===== config.mk =====
export PLATFORM = sky130hd
export DESIGN_NAME = srst_top
export DESIGN_NICKNAME = d
export VERILOG_FILES = /design/src/pkg/srst_pkg.sv /design/src/verilog/srst_hold_tmr.sv /design/src/verilog/srst_top.sv
export SDC_FILE = /design/constraint.sdc
export NUM_CORES = 1
export LEC_CHECK = 0
export BUFFER_PORTS_ARGS = -buffer_cell sky130_fd_sc_hd__buf_2
export CORE_UTILIZATION = 45
export CTS_BUF_LIST = sky130_fd_sc_hd__clkbuf_8
export DETAILED_ROUTE_END_ITERATION = 10
export GPL_TIMING_DRIVEN = 1
export PLACE_DENSITY = 0.79
export REMOVE_ABC_BUFFERS = 1
export SYNTH_ARGS = -nofsm -noshare
export SYNTH_HDL_FRONTEND = slang
export SYNTH_SLANG_ARGS = --single-unit

===== constraint.sdc =====
create_clock -name pclk -period 2.39 [get_ports pclk]
set_input_delay 0 -clock pclk [delete_from_list [all_inputs] [get_ports pclk]]
set_output_delay 0 -clock pclk [all_outputs]
set_load 0.01 [all_outputs]

===== src/pkg/srst_pkg.sv =====
package srst_pkg;

  localparam int          SRST_ADDR_W   = 12;
  localparam int          SRST_NBITS    = 4;
  localparam int          SRST_CNT_W    = 16;

  // register map
  localparam logic [11:0] SRST_CTL_OFS  = 12'h1f8;
  localparam logic [3:0]  SRST_CTL_RST  = 4'h0;
  localparam logic [27:0] SRST_RSVD_VAL = 28'h0;
  localparam logic [31:0] SRST_ZERO_W   = 32'h0;

  // bit positions
  localparam int          SRST_DIG_BIT  = 0;
  localparam int          SRST_P1_BIT   = 1;
  localparam int          SRST_P2_BIT   = 2;
  localparam int          SRST_VPHY_BIT = 3;
  localparam int          SRST_STRB_LO  = 0;

  // timing
  localparam int          SRST_CLK_NS   = 4;
  localparam int          SRST_PHY_NS   = 102000;
  localparam int          SRST_PHY_CYC  = (SRST_PHY_NS + SRST_CLK_NS - 1) / SRST_CLK_NS;
  localparam logic [15:0] SRST_DIG_HOLD = 16'h0008;
  localparam logic [15:0] SRST_VPHY_HLD = 16'h0008;
  localparam logic [15:0] SRST_CNT_ONE  = 16'h0001;
  localparam logic [15:0] SRST_CNT_ZERO = 16'h0000;

  typedef enum logic [1:0] {
    DR_IDLE   = 2'b00,
    DR_HOLD   = 2'b01,
    DR_RELOAD = 2'b10
  } srst_dr_t;

endpackage


===== src/verilog/srst_hold_tmr.sv =====
`timescale 1ns/10ps
module srst_hold_tmr
  import srst_pkg::*;
#(
  parameter logic [15:0] HOLD_CYC = SRST_VPHY_HLD
) (
  // clock and reset
  input  wire logic pclk,
  input  wire logic presetn,
  // control
  input  wire logic start,
  output      logic done
);

  typedef struct packed {
    logic                  busy;
    logic [SRST_CNT_W-1:0] cnt;
  } srst_tmr_st_t;

  srst_tmr_st_t st_r;
  srst_tmr_st_t st_nxt;

  // done marks the last held cycle
  assign done = st_r.busy && (st_r.cnt == SRST_CNT_ONE);

  always_comb begin
    st_nxt = st_r;
    if (start && !st_r.busy) begin
      st_nxt.busy = 1'b1;
      st_nxt.cnt  = HOLD_CYC;
    end else if (st_r.busy) begin
      if (st_r.cnt == SRST_CNT_ONE) begin
        st_nxt.busy = 1'b0;
        st_nxt.cnt  = SRST_CNT_ZERO;
      end else begin
        st_nxt.cnt = st_r.cnt - SRST_CNT_ONE;
      end
    end
  end

  always_ff @(posedge pclk or negedge presetn) begin
    if (!presetn) begin
      st_r <= '0;
    end else begin
      st_r <= st_nxt;
    end
  end

endmodule


===== src/verilog/srst_top.sv =====
`timescale 1ns/10ps
module srst_top
  import srst_pkg::*;
#(
  parameter logic [15:0] PHY_HOLD = 16'(SRST_PHY_CYC)
) (
  // apb clock and reset
  input  wire logic                   pclk,
  input  wire logic                   presetn,
  // apb request
  input  wire logic                   psel,
  input  wire logic                   penable,
  input  wire logic                   pwrite,
  input  wire logic [SRST_ADDR_W-1:0] paddr,
  input  wire logic [31:0]            pwdata,
  input  wire logic [3:0]             pstrb,
  // apb answer
  output      logic [31:0]            prdata,
  output      logic                   pready,
  output      logic                   pslverr,
  // chip-wide digital reset and loader control
  output      logic                   chip_soft_reset,
  output      logic                   eep_abort,
  output      logic                   eep_reload,
  // phy resets
  output      logic                   virtual_phy_reset,
  output      logic                   port_one_phy_reset,
  output      logic                   port_two_phy_reset
);

  typedef struct packed {
    logic [SRST_NBITS-1:0] ctl;
    logic                  armed;
    srst_dr_t              dr;
    logic [SRST_CNT_W-1:0] dcnt;
    logic                  chip_rst;
    logic                  abort;
    logic                  reload;
    logic                  rdy;
    logic                  err;
    logic [31:0]           rdata;
  } srst_top_st_t;

  srst_top_st_t          st_r;
  srst_top_st_t          st_nxt;
  logic                  acc;
  logic                  fin;
  logic                  hit;
  logic                  wr_ok;
  logic [SRST_NBITS-1:0] set_req;
  logic [SRST_NBITS-1:0] tmr_done;
  logic [31:0]           rd_word;

  // phy hold timers, one per phy bit
  assign tmr_done[SRST_DIG_BIT] = 1'b0;

  genvar g;
  generate
    for (g = SRST_P1_BIT; g < SRST_NBITS; g++) begin : g_phy
      srst_hold_tmr #(
        .HOLD_CYC ((g == SRST_VPHY_BIT) ? SRST_VPHY_HLD : PHY_HOLD)
      ) srst_hold_tmr_inst (
        .pclk    (pclk),
        .presetn (presetn),
        .start   (set_req[g]),
        .done    (tmr_done[g])
      );
    end
  endgenerate

  // bus decode
  assign acc = psel && penable;
  assign fin = acc && st_r.rdy;
  assign hit = (paddr[SRST_ADDR_W-1:2] == SRST_CTL_OFS[SRST_ADDR_W-1:2]);

  // the register answers from presetn alone, whatever the chip state
  assign rd_word = {SRST_RSVD_VAL, st_r.ctl};

  // only the apb port reaches the bits; the loader has no path here
  assign wr_ok = fin && pwrite && hit && pstrb[SRST_STRB_LO] && st_r.armed;

  always_comb begin
    for (int i = 0; i < SRST_NBITS; i++) begin
      set_req[i] = wr_ok && pwdata[i] && !st_r.ctl[i];
    end
  end

  // next state
  always_comb begin
    st_nxt        = st_r;
    st_nxt.reload = 1'b0;

    // one wait state, then the answer
    st_nxt.rdy = acc && !st_r.rdy;
    if (acc && !st_r.rdy) begin
      st_nxt.err   = !hit;
      st_nxt.rdata = (hit && !pwrite) ? rd_word : SRST_ZERO_W;
    end

    // a completed read arms writes
    if (fin && !pwrite) begin
      st_nxt.armed = 1'b1;
    end

    // phy bits: set by host, cleared when the phy leaves reset
    for (int i = SRST_P1_BIT; i < SRST_NBITS; i++) begin
      if (set_req[i]) begin
        st_nxt.ctl[i] = 1'b1;
      end else if (tmr_done[i]) begin
        st_nxt.ctl[i] = 1'b0;
      end
    end

    // chip digital reset; phy bits above are untouched by it
    case (st_r.dr)
      DR_IDLE: begin
        if (set_req[SRST_DIG_BIT]) begin
          st_nxt.ctl[SRST_DIG_BIT] = 1'b1;
          st_nxt.dr                = DR_HOLD;
          st_nxt.dcnt              = SRST_DIG_HOLD;
          st_nxt.chip_rst          = 1'b1;
          st_nxt.abort             = 1'b1;
        end
      end
      DR_HOLD: begin
        if (st_r.dcnt == SRST_CNT_ONE) begin
          st_nxt.dr       = DR_RELOAD;
          st_nxt.dcnt     = SRST_CNT_ZERO;
          st_nxt.chip_rst = 1'b0;
          st_nxt.abort    = 1'b0;
          st_nxt.armed    = 1'b0;
        end else begin
          st_nxt.dcnt = st_r.dcnt - SRST_CNT_ONE;
        end
      end
      DR_RELOAD: begin
        st_nxt.reload            = 1'b1;
        st_nxt.ctl[SRST_DIG_BIT] = 1'b0;
        st_nxt.dr                = DR_IDLE;
      end
      default: begin
        st_nxt.dr       = DR_IDLE;
        st_nxt.chip_rst = 1'b0;
        st_nxt.abort    = 1'b0;
      end
    endcase
  end

  always_ff @(posedge pclk or negedge presetn) begin
    if (!presetn) begin
      st_r       <= '0;
      st_r.ctl   <= SRST_CTL_RST;
      st_r.dr    <= DR_IDLE;
    end else begin
      st_r <= st_nxt;
    end
  end

  // outputs
  assign prdata             = st_r.rdata;
  assign pready             = st_r.rdy;
  assign pslverr            = st_r.err;
  assign chip_soft_reset    = st_r.chip_rst;
  assign eep_abort          = st_r.abort;
  assign eep_reload         = st_r.reload;
  assign virtual_phy_reset  = st_r.ctl[SRST_VPHY_BIT];
  assign port_one_phy_reset = st_r.ctl[SRST_P1_BIT];
  assign port_two_phy_reset = st_r.ctl[SRST_P2_BIT];

  // checks
  logic [SRST_CNT_W:0] hold_cnt_r [SRST_P1_BIT:SRST_P2_BIT];

  // counts cycles that each port phy stays in reset
  for (genvar p = SRST_P1_BIT; p <= SRST_P2_BIT; p++) begin : g_hold
    always_ff @(posedge pclk or negedge presetn) begin
      if (!presetn) begin
        hold_cnt_r[p] <= '0;
      end else if (st_r.ctl[p]) begin
        hold_cnt_r[p] <= hold_cnt_r[p] + (SRST_CNT_W+1)'(1);
      end else begin
        hold_cnt_r[p] <= '0;
      end
    end
  end
endmodule


Word level (Yosys, flattened, before mapping)
Index checks and enable logic that the tools add are counted.
- output and inout port bits: 40
- bits of input ports: 53
- logic and storage cells: 110
- bits in registers: 111
- mux-type cells: 31
- bitwise gates (word level): 1
- equality and inequality tests: 9
- add/sub/neg operators: 4
- reduce and logical (&&, ||, !) cells: 46
- operators by type and width (kind ; number):
    two-way mux 17 bit ; 6
    equality test 16 x 1 -> 1 bit (second input constant) ; 4
    two-way mux 16 bit ; 4
    subtractor 16 x 1 -> 16 bit (second input constant) ; 4
    case mux 16 bit (2 select lines) ; 1
    logical AND 1 bit ; 23
    two-way mux 20 bit ; 1
    nonzero test 2 bit ; 8
    two-way mux 1 bit ; 13
    equality test 10 x 7 -> 1 bit (second input constant) ; 1
    zero test 1 bit ; 10
    case mux 2 bit (3 select lines) ; 1
    AND reduction 2 bit ; 3
    two-way mux 4 bit ; 1
    != test 2 bit (second input constant) ; 2
    case mux 2 bit (2 select lines) ; 1
    two-way mux 3 bit ; 1
    AND reduction 3 bit ; 1
    equality test 2 x 1 -> 1 bit (second input constant) ; 1
    equality test 2 bit (second input constant) ; 1
    zero test 2 bit ; 1
    two-way mux 2 bit ; 1
    case mux 1 bit (2 select lines) ; 1
    inverter 1 bit ; 1

Longest topological paths before layout
- word-level depth: 10
- mapped depth: 8
- gate-level depth less buffers: 7

Cells and area by module
Synthesis repeated with hierarchy kept, for this count alone.
- cells, all modules: 511
- area, all modules: 4797.1 um^2
- by module, submodules not included (module ; cells each ; instances ; sequential area each (um^2) ; area an instance (um^2)):
    srst_hold_tmr (g_phy[1].srst_hold_tmr_inst ...) ; 106 ; 2 ; 425.4 ; 985.9
    srst_top ; 190 ; 1 ; 775.7 ; 1863.0
    srst_hold_tmr (g_phy[3].srst_hold_tmr_inst) ; 109 ; 1 ; 425.4 ; 962.2

Worst setup path before layout
OpenSTA, ideal clock, no wires.
- path type: reg-to-reg
- start point: register g_phy[2].srst_hold_tmr_inst.st_r[0] (netlist name)
- end point: register g_phy[2].srst_hold_tmr_inst.st_r[4] (netlist name)
- setup slack: 455 ps
- required time: 2303 ps
- setup time: 87 ps
- arrival time: 1849 ps
- buffers on the path: 1
- clock period less this slack: 1935 ps
- cell stages (with the launch flop): 8
- cells stage by stage: dfrtp_1 > ha_1 > nor2b_1 > and4_1 > and2_1 > clkbuf_1 > or4_1 > o211ai_1
- longest elaborated chain between the ends: 4
- elaborated cells between the ends (all ways): 5
- those cells by class: add/sub: 1; eq/ne: 1; mux: 3
- ends and longest elaborated chain (element ; line ; source):
    start, declared ; srst_hold_tmr.sv:20 ; srst_tmr_st_t st_r;
    start signal, assigned ; srst_hold_tmr.sv:45 ; st_r <= st_nxt;
    subtractor 16 x 1 -> 16 bit or equality test 16 x 1 -> 1 bit (tied branches) ; srst_hold_tmr.sv:36, srst_hold_tmr.sv:32 ;
    two-way mux 16 bit * ; srst_hold_tmr.sv:32 ; if (st_r.cnt == SRST_CNT_ONE) begin
    two-way mux 17 bit * ; srst_hold_tmr.sv:31 ; end else if (st_r.busy) begin
    two-way mux 17 bit * ; srst_hold_tmr.sv:28 ; if (start && !st_r.busy) begin
Every way passes the cells marked *; elsewhere a longest branch is shown, timed or not. The select of a mux whose other input is x is not followed.
A chain may end at the register's enable or synchronous reset.

Final worst setup path
- start point: register st_r[38] (netlist name)
- end point: register st_r[44] (netlist name)
- longest elaborated chain between the ends: 3
- elaborated cells between the ends (all ways): 4
- those cells by class: add/sub: 1; eq/ne: 1; mux: 2
- ends and longest elaborated chain (element ; line ; source):
    start, declared ; srst_top.sv:44 ; srst_top_st_t st_r;
    start signal, assigned ; srst_top.sv:155 ; st_r <= st_nxt;
    subtractor 16 x 1 -> 16 bit or equality test 16 x 1 -> 1 bit (tied branches) ; srst_top.sv:133, srst_top.sv:126 ;
    two-way mux 16 bit * ; srst_top.sv:126 ; if (st_r.dcnt == SRST_CNT_ONE) begin
    case mux 16 bit (2 select lines) * ; srst_top.sv:115 ; case (st_r.dr)
Every way passes the cells marked *; elsewhere a longest branch is shown, timed or not.

==> results.cfg <==
[run_status]
outcome = completed

[floorplan]
core_um2 = 9950
die_x_um = 104
die_h_um = 104
start_util_pct = 47.3
dieArea_um2 = 10900
num_rows = 36
io_pins = 93

[cts]
cts_buffer_depth = 2
cts_root_buf = clkbuf_8
ctsResizeCount = 0
tritoncts = built
cts.sinks = 82
clock_latency_ns = 0.36
path_clk_slew_ns = 0.08
cts_buffers = 9
post-cts-setup-buffer-count = 0
cts_max_level = 3
postCtsHoldBufs = 4

[finish]
layout_common_cells = dfrtp_1 (82), nand2_1 (49), o21ai_0 (38)
antenna_cells = 0
layout_commonest_cell = dfrtp_1
fillers = 914
layout-drive-gt1-share_pct = 13.9
area_growth_pct = 9.14
final_area_um2 = 5140
final_nets = 609

[timing]
finalCritPeriodShare_pct = 90.6
finalMaxSlewViolations = 0
rsz0062_at_grt = no
fin_skew_ns = 0.0144
setup_tns_ns = 0
finalCriticalPeriod_ns = 2.16
fmax_mhz = 462
hold_violations = 0
setup_violations = 0
worstMarginPinSlew_ns = 0.757
relSlewSlack_pct = 48.9

[worst_setup_path]
required_ns = 2.64
cp_max_fo = 6
path_cells = inv_1, ha_1, or4b_1, nor4_2, buf_4, or2b_2, o21bai_1, a22o_1
critPathLaunchType = register
reg2regPathDepth = 8
crit_slowest_cell = or4b_1
crit_type = reg -> reg
critPathMaxStageDelay_ns = 0.46
reg2reg_to = st_r[44]$_DFFE_PN0P_
arrival_ns = 2.42
timing.reg2reg.setup_slack_ns = 0.23
endpoint_kind = register
cp_num_buf_inv = 2
r2r-start = st_r[38]$_DFFE_PN0P_
critPathTopFamily = simple AND/OR/NAND/NOR gates

[power]
seqPwrFrac_pct = 55.9
intPower_w = 0.00190
power_switching_w = 0.000600
clkPwrFrac_pct = 40.1
p_sw_share_pct = 24.0
leakagePower_nw = 2.22
comb_power_share_pct = 4.0
p_per_area_nw_per_um2 = 487
max-vdd-ir-drop_v = 0.000232

[logic_synthesis]
synth_seq_area_share_pct = 43.6
yosys_most_used_dff = dfrtp_1
synthCells = 510
synthesis.area_um2 = 4710
synth-seq-cells = 82
ys_types = 68
syn_avg_cell_area_um2 = 9.24
synth-edff-count = 0
synth-async-reset-ratio_pct = 100
ys_warn_count = 0

[global_route]
overflow = 0
antenna_found_initial = 0
track_usage_pct = 19.3
grt_pass1_vias = 3780
grt_pass1_wl_um = 17100
grt_max_degree = 43

[place]
dp_hpwl_um = 7240
dpl_cell_area_um2 = 4910
gp_congestion = 0.841
io_buffers = 31

[min_path]
hp-start = psel
whs_path_depth = 4
holdCritPathClass = in -> reg
holdPathEnd = pready$_DFF_PN0_

[drt]
via_per_inst = 5.64
avgRoutedWirePerCell_um = 14.3
final_antenna_net_count = 0
first_pass_iters = 5
vias = 3870
drt_first_iter_violations = 172
drc = 0
routed_wl_um = 9810

[flow_run]
maxCapViolCount = 0
==> logic make-up (layout without fill, tap and decap cells) <==
kind of cell | count (synthesis) | count (layout) | share of synthesized area, %
xor+xnor | 4 | 4 | 0.744
compound gates | 119 | 119 | 16.7
flops | 82 | 82 | 43.6
simple gates | 225 | 225 | 27.5
buf+inv | 65 | 81 | 8.05
other cells | 1 | 28 | 0.0796
fa+ha+maj | 8 | 8 | 2.12
mux | 6 | 6 | 1.27
==> sequential cells by signal, summed over array words and instances, names as in the netlist <==
name                           flops
port_one_phy_reset                 1
chip_soft_reset                    1
rd_word                            1
eep_reload                         1
virtual_phy_reset                  1
g_phy.srst_hold_tmr_inst.st_r     51
st_r                              19
port_two_phy_reset                 1
pslverr                            1
prdata                             4
pready                             1
==> metal layers <==
layer | track usage [%] | up-vias | share of wire [%]
li1 | - | 1882 | -
met3 | 5.01 | 19 | 5.4
met5 | 0 | - | 0
met2 | 31.3 | 112 | 47
met4 | 6.84 | 0 | 2.0
met1 | 24.8 | 1857 | 46
==> power by group through the flow <==
stage	sequential, W	combinational (W)	clock, W
CTS	0.00140	0.000102	0.00103
detailed placement	0.00143	0.0000964	0
floorplan	0.00143	0.0000357	0
global placement	0.00143	0.0000939	0
finish	0.00140	0.000100	0.00100
global route	0.00140	0.000114	0.00109
==> final cells by class <==
cell class	instances	area (um2)	area share (%)
clock buffer	9	124	2.41
clock inverter	7	70.1	1.36
inverter	20	75.1	1.46
multi-input combinational	390	2380	46.3
sequential	82	2050	39.9
tap	133	166	3.24
timing repair buffer	45	273	5.31
==> per-stage QoR <==
| step | setup WS, ns | util (%) | instances | hold WS [ns] | power [W] |
|---|---|---|---|---|---|
| CTS | 0.220 | 51.6 | 686 | 0.0507 | 0.00253 |
| finish | 0.226 | 51.6 | 686 | 0.0704 | 0.00250 |
| global placement | 0.288 | 49.3 | 666 | 0.0185 | 0.00152 |
| floorplan | 0.0749 | - | 492 | -0.296 | 0.00146 |
| detailed placement | 0.247 | 49.3 | 666 | 0.0283 | 0.00152 |
| global route | 0.0706 | 51.6 | 686 | 0.0813 | 0.00261 |
==> how the worst max path moves through the flow <==
| stage | startpoint | endpoint | slack, ns | depth (start not counted) |
|---|---|---|---|---|
| after floorplan | st_r[38]$_DFFE_PN0P_ | st_r[44]$_DFFE_PN0P_ | 0.07 | 7 |
| after global placement | st_r[38]$_DFFE_PN0P_ | st_r[44]$_DFFE_PN0P_ | 0.29 | 8 |
| after detailed placement | st_r[38]$_DFFE_PN0P_ | st_r[44]$_DFFE_PN0P_ | 0.25 | 8 |
| after CTS | st_r[38]$_DFFE_PN0P_ | st_r[44]$_DFFE_PN0P_ | 0.22 | 8 |
| after global routing | g_phy[1].srst_hold_tmr_inst.st_r[9]$_DFFE_PN0P_ | g_phy[1].srst_hold_tmr_inst.st_r[10]$_DFFE_PN0P_ | 0.07 | 6 |
| final | st_r[38]$_DFFE_PN0P_ | st_r[44]$_DFFE_PN0P_ | 0.23 | 8 |
==> synthesized netlist by cell type, types with 3 or more instances <==
| library cell | count | area share [%] |
|---|---|---|
| a211oi_1 | 5 | 0.80 |
| a21o_1 | 6 | 0.96 |
| a21oi_1 | 16 | 1.7 |
| a22o_1 | 9 | 1.7 |
| a31oi_1 | 10 | 1.3 |
| and3b_1 | 3 | 0.56 |
| buf_4 | 35 | 5.6 |
| clkbuf_1 | 6 | 0.48 |
| dfrtp_1 | 82 | 44 |
| ha_1 | 8 | 2.1 |
| inv_1 | 20 | 1.6 |
| mux2i_1 | 6 | 1.3 |
| nand2_1 | 49 | 3.9 |
| nand2b_1 | 11 | 1.5 |
| nand3_1 | 25 | 2.7 |
| nand4_1 | 5 | 0.66 |
| nand4b_1 | 4 | 0.74 |
| nor2_1 | 36 | 2.9 |
| nor2b_1 | 5 | 0.66 |
| nor3_1 | 15 | 1.6 |
| nor3b_1 | 4 | 0.64 |
| nor4_1 | 13 | 1.7 |
| nor4_4 | 3 | 1.4 |
| o211ai_1 | 4 | 0.64 |
| o21ai_0 | 38 | 4.0 |
| o21bai_1 | 3 | 0.48 |
| o22ai_1 | 5 | 0.66 |
| o2bb2ai_1 | 4 | 0.74 |
| or3_1 | 21 | 2.8 |
| or4_1 | 6 | 0.96 |
| or4_4 | 3 | 0.72 |
| or4b_1 | 3 | 0.64 |
| xor2_1 | 3 | 0.56 |
==> worst reg2reg max path: stages (launching register included) <==
cell      delay (ns)
dfrtp_1         0.41
inv_1           0.09
ha_1            0.16
or4b_1          0.46
nor4_2          0.29
buf_4           0.19
or2b_2          0.16
o21bai_1        0.09
a22o_1          0.22
Note: power is estimated with default switching activity, not from simulation.
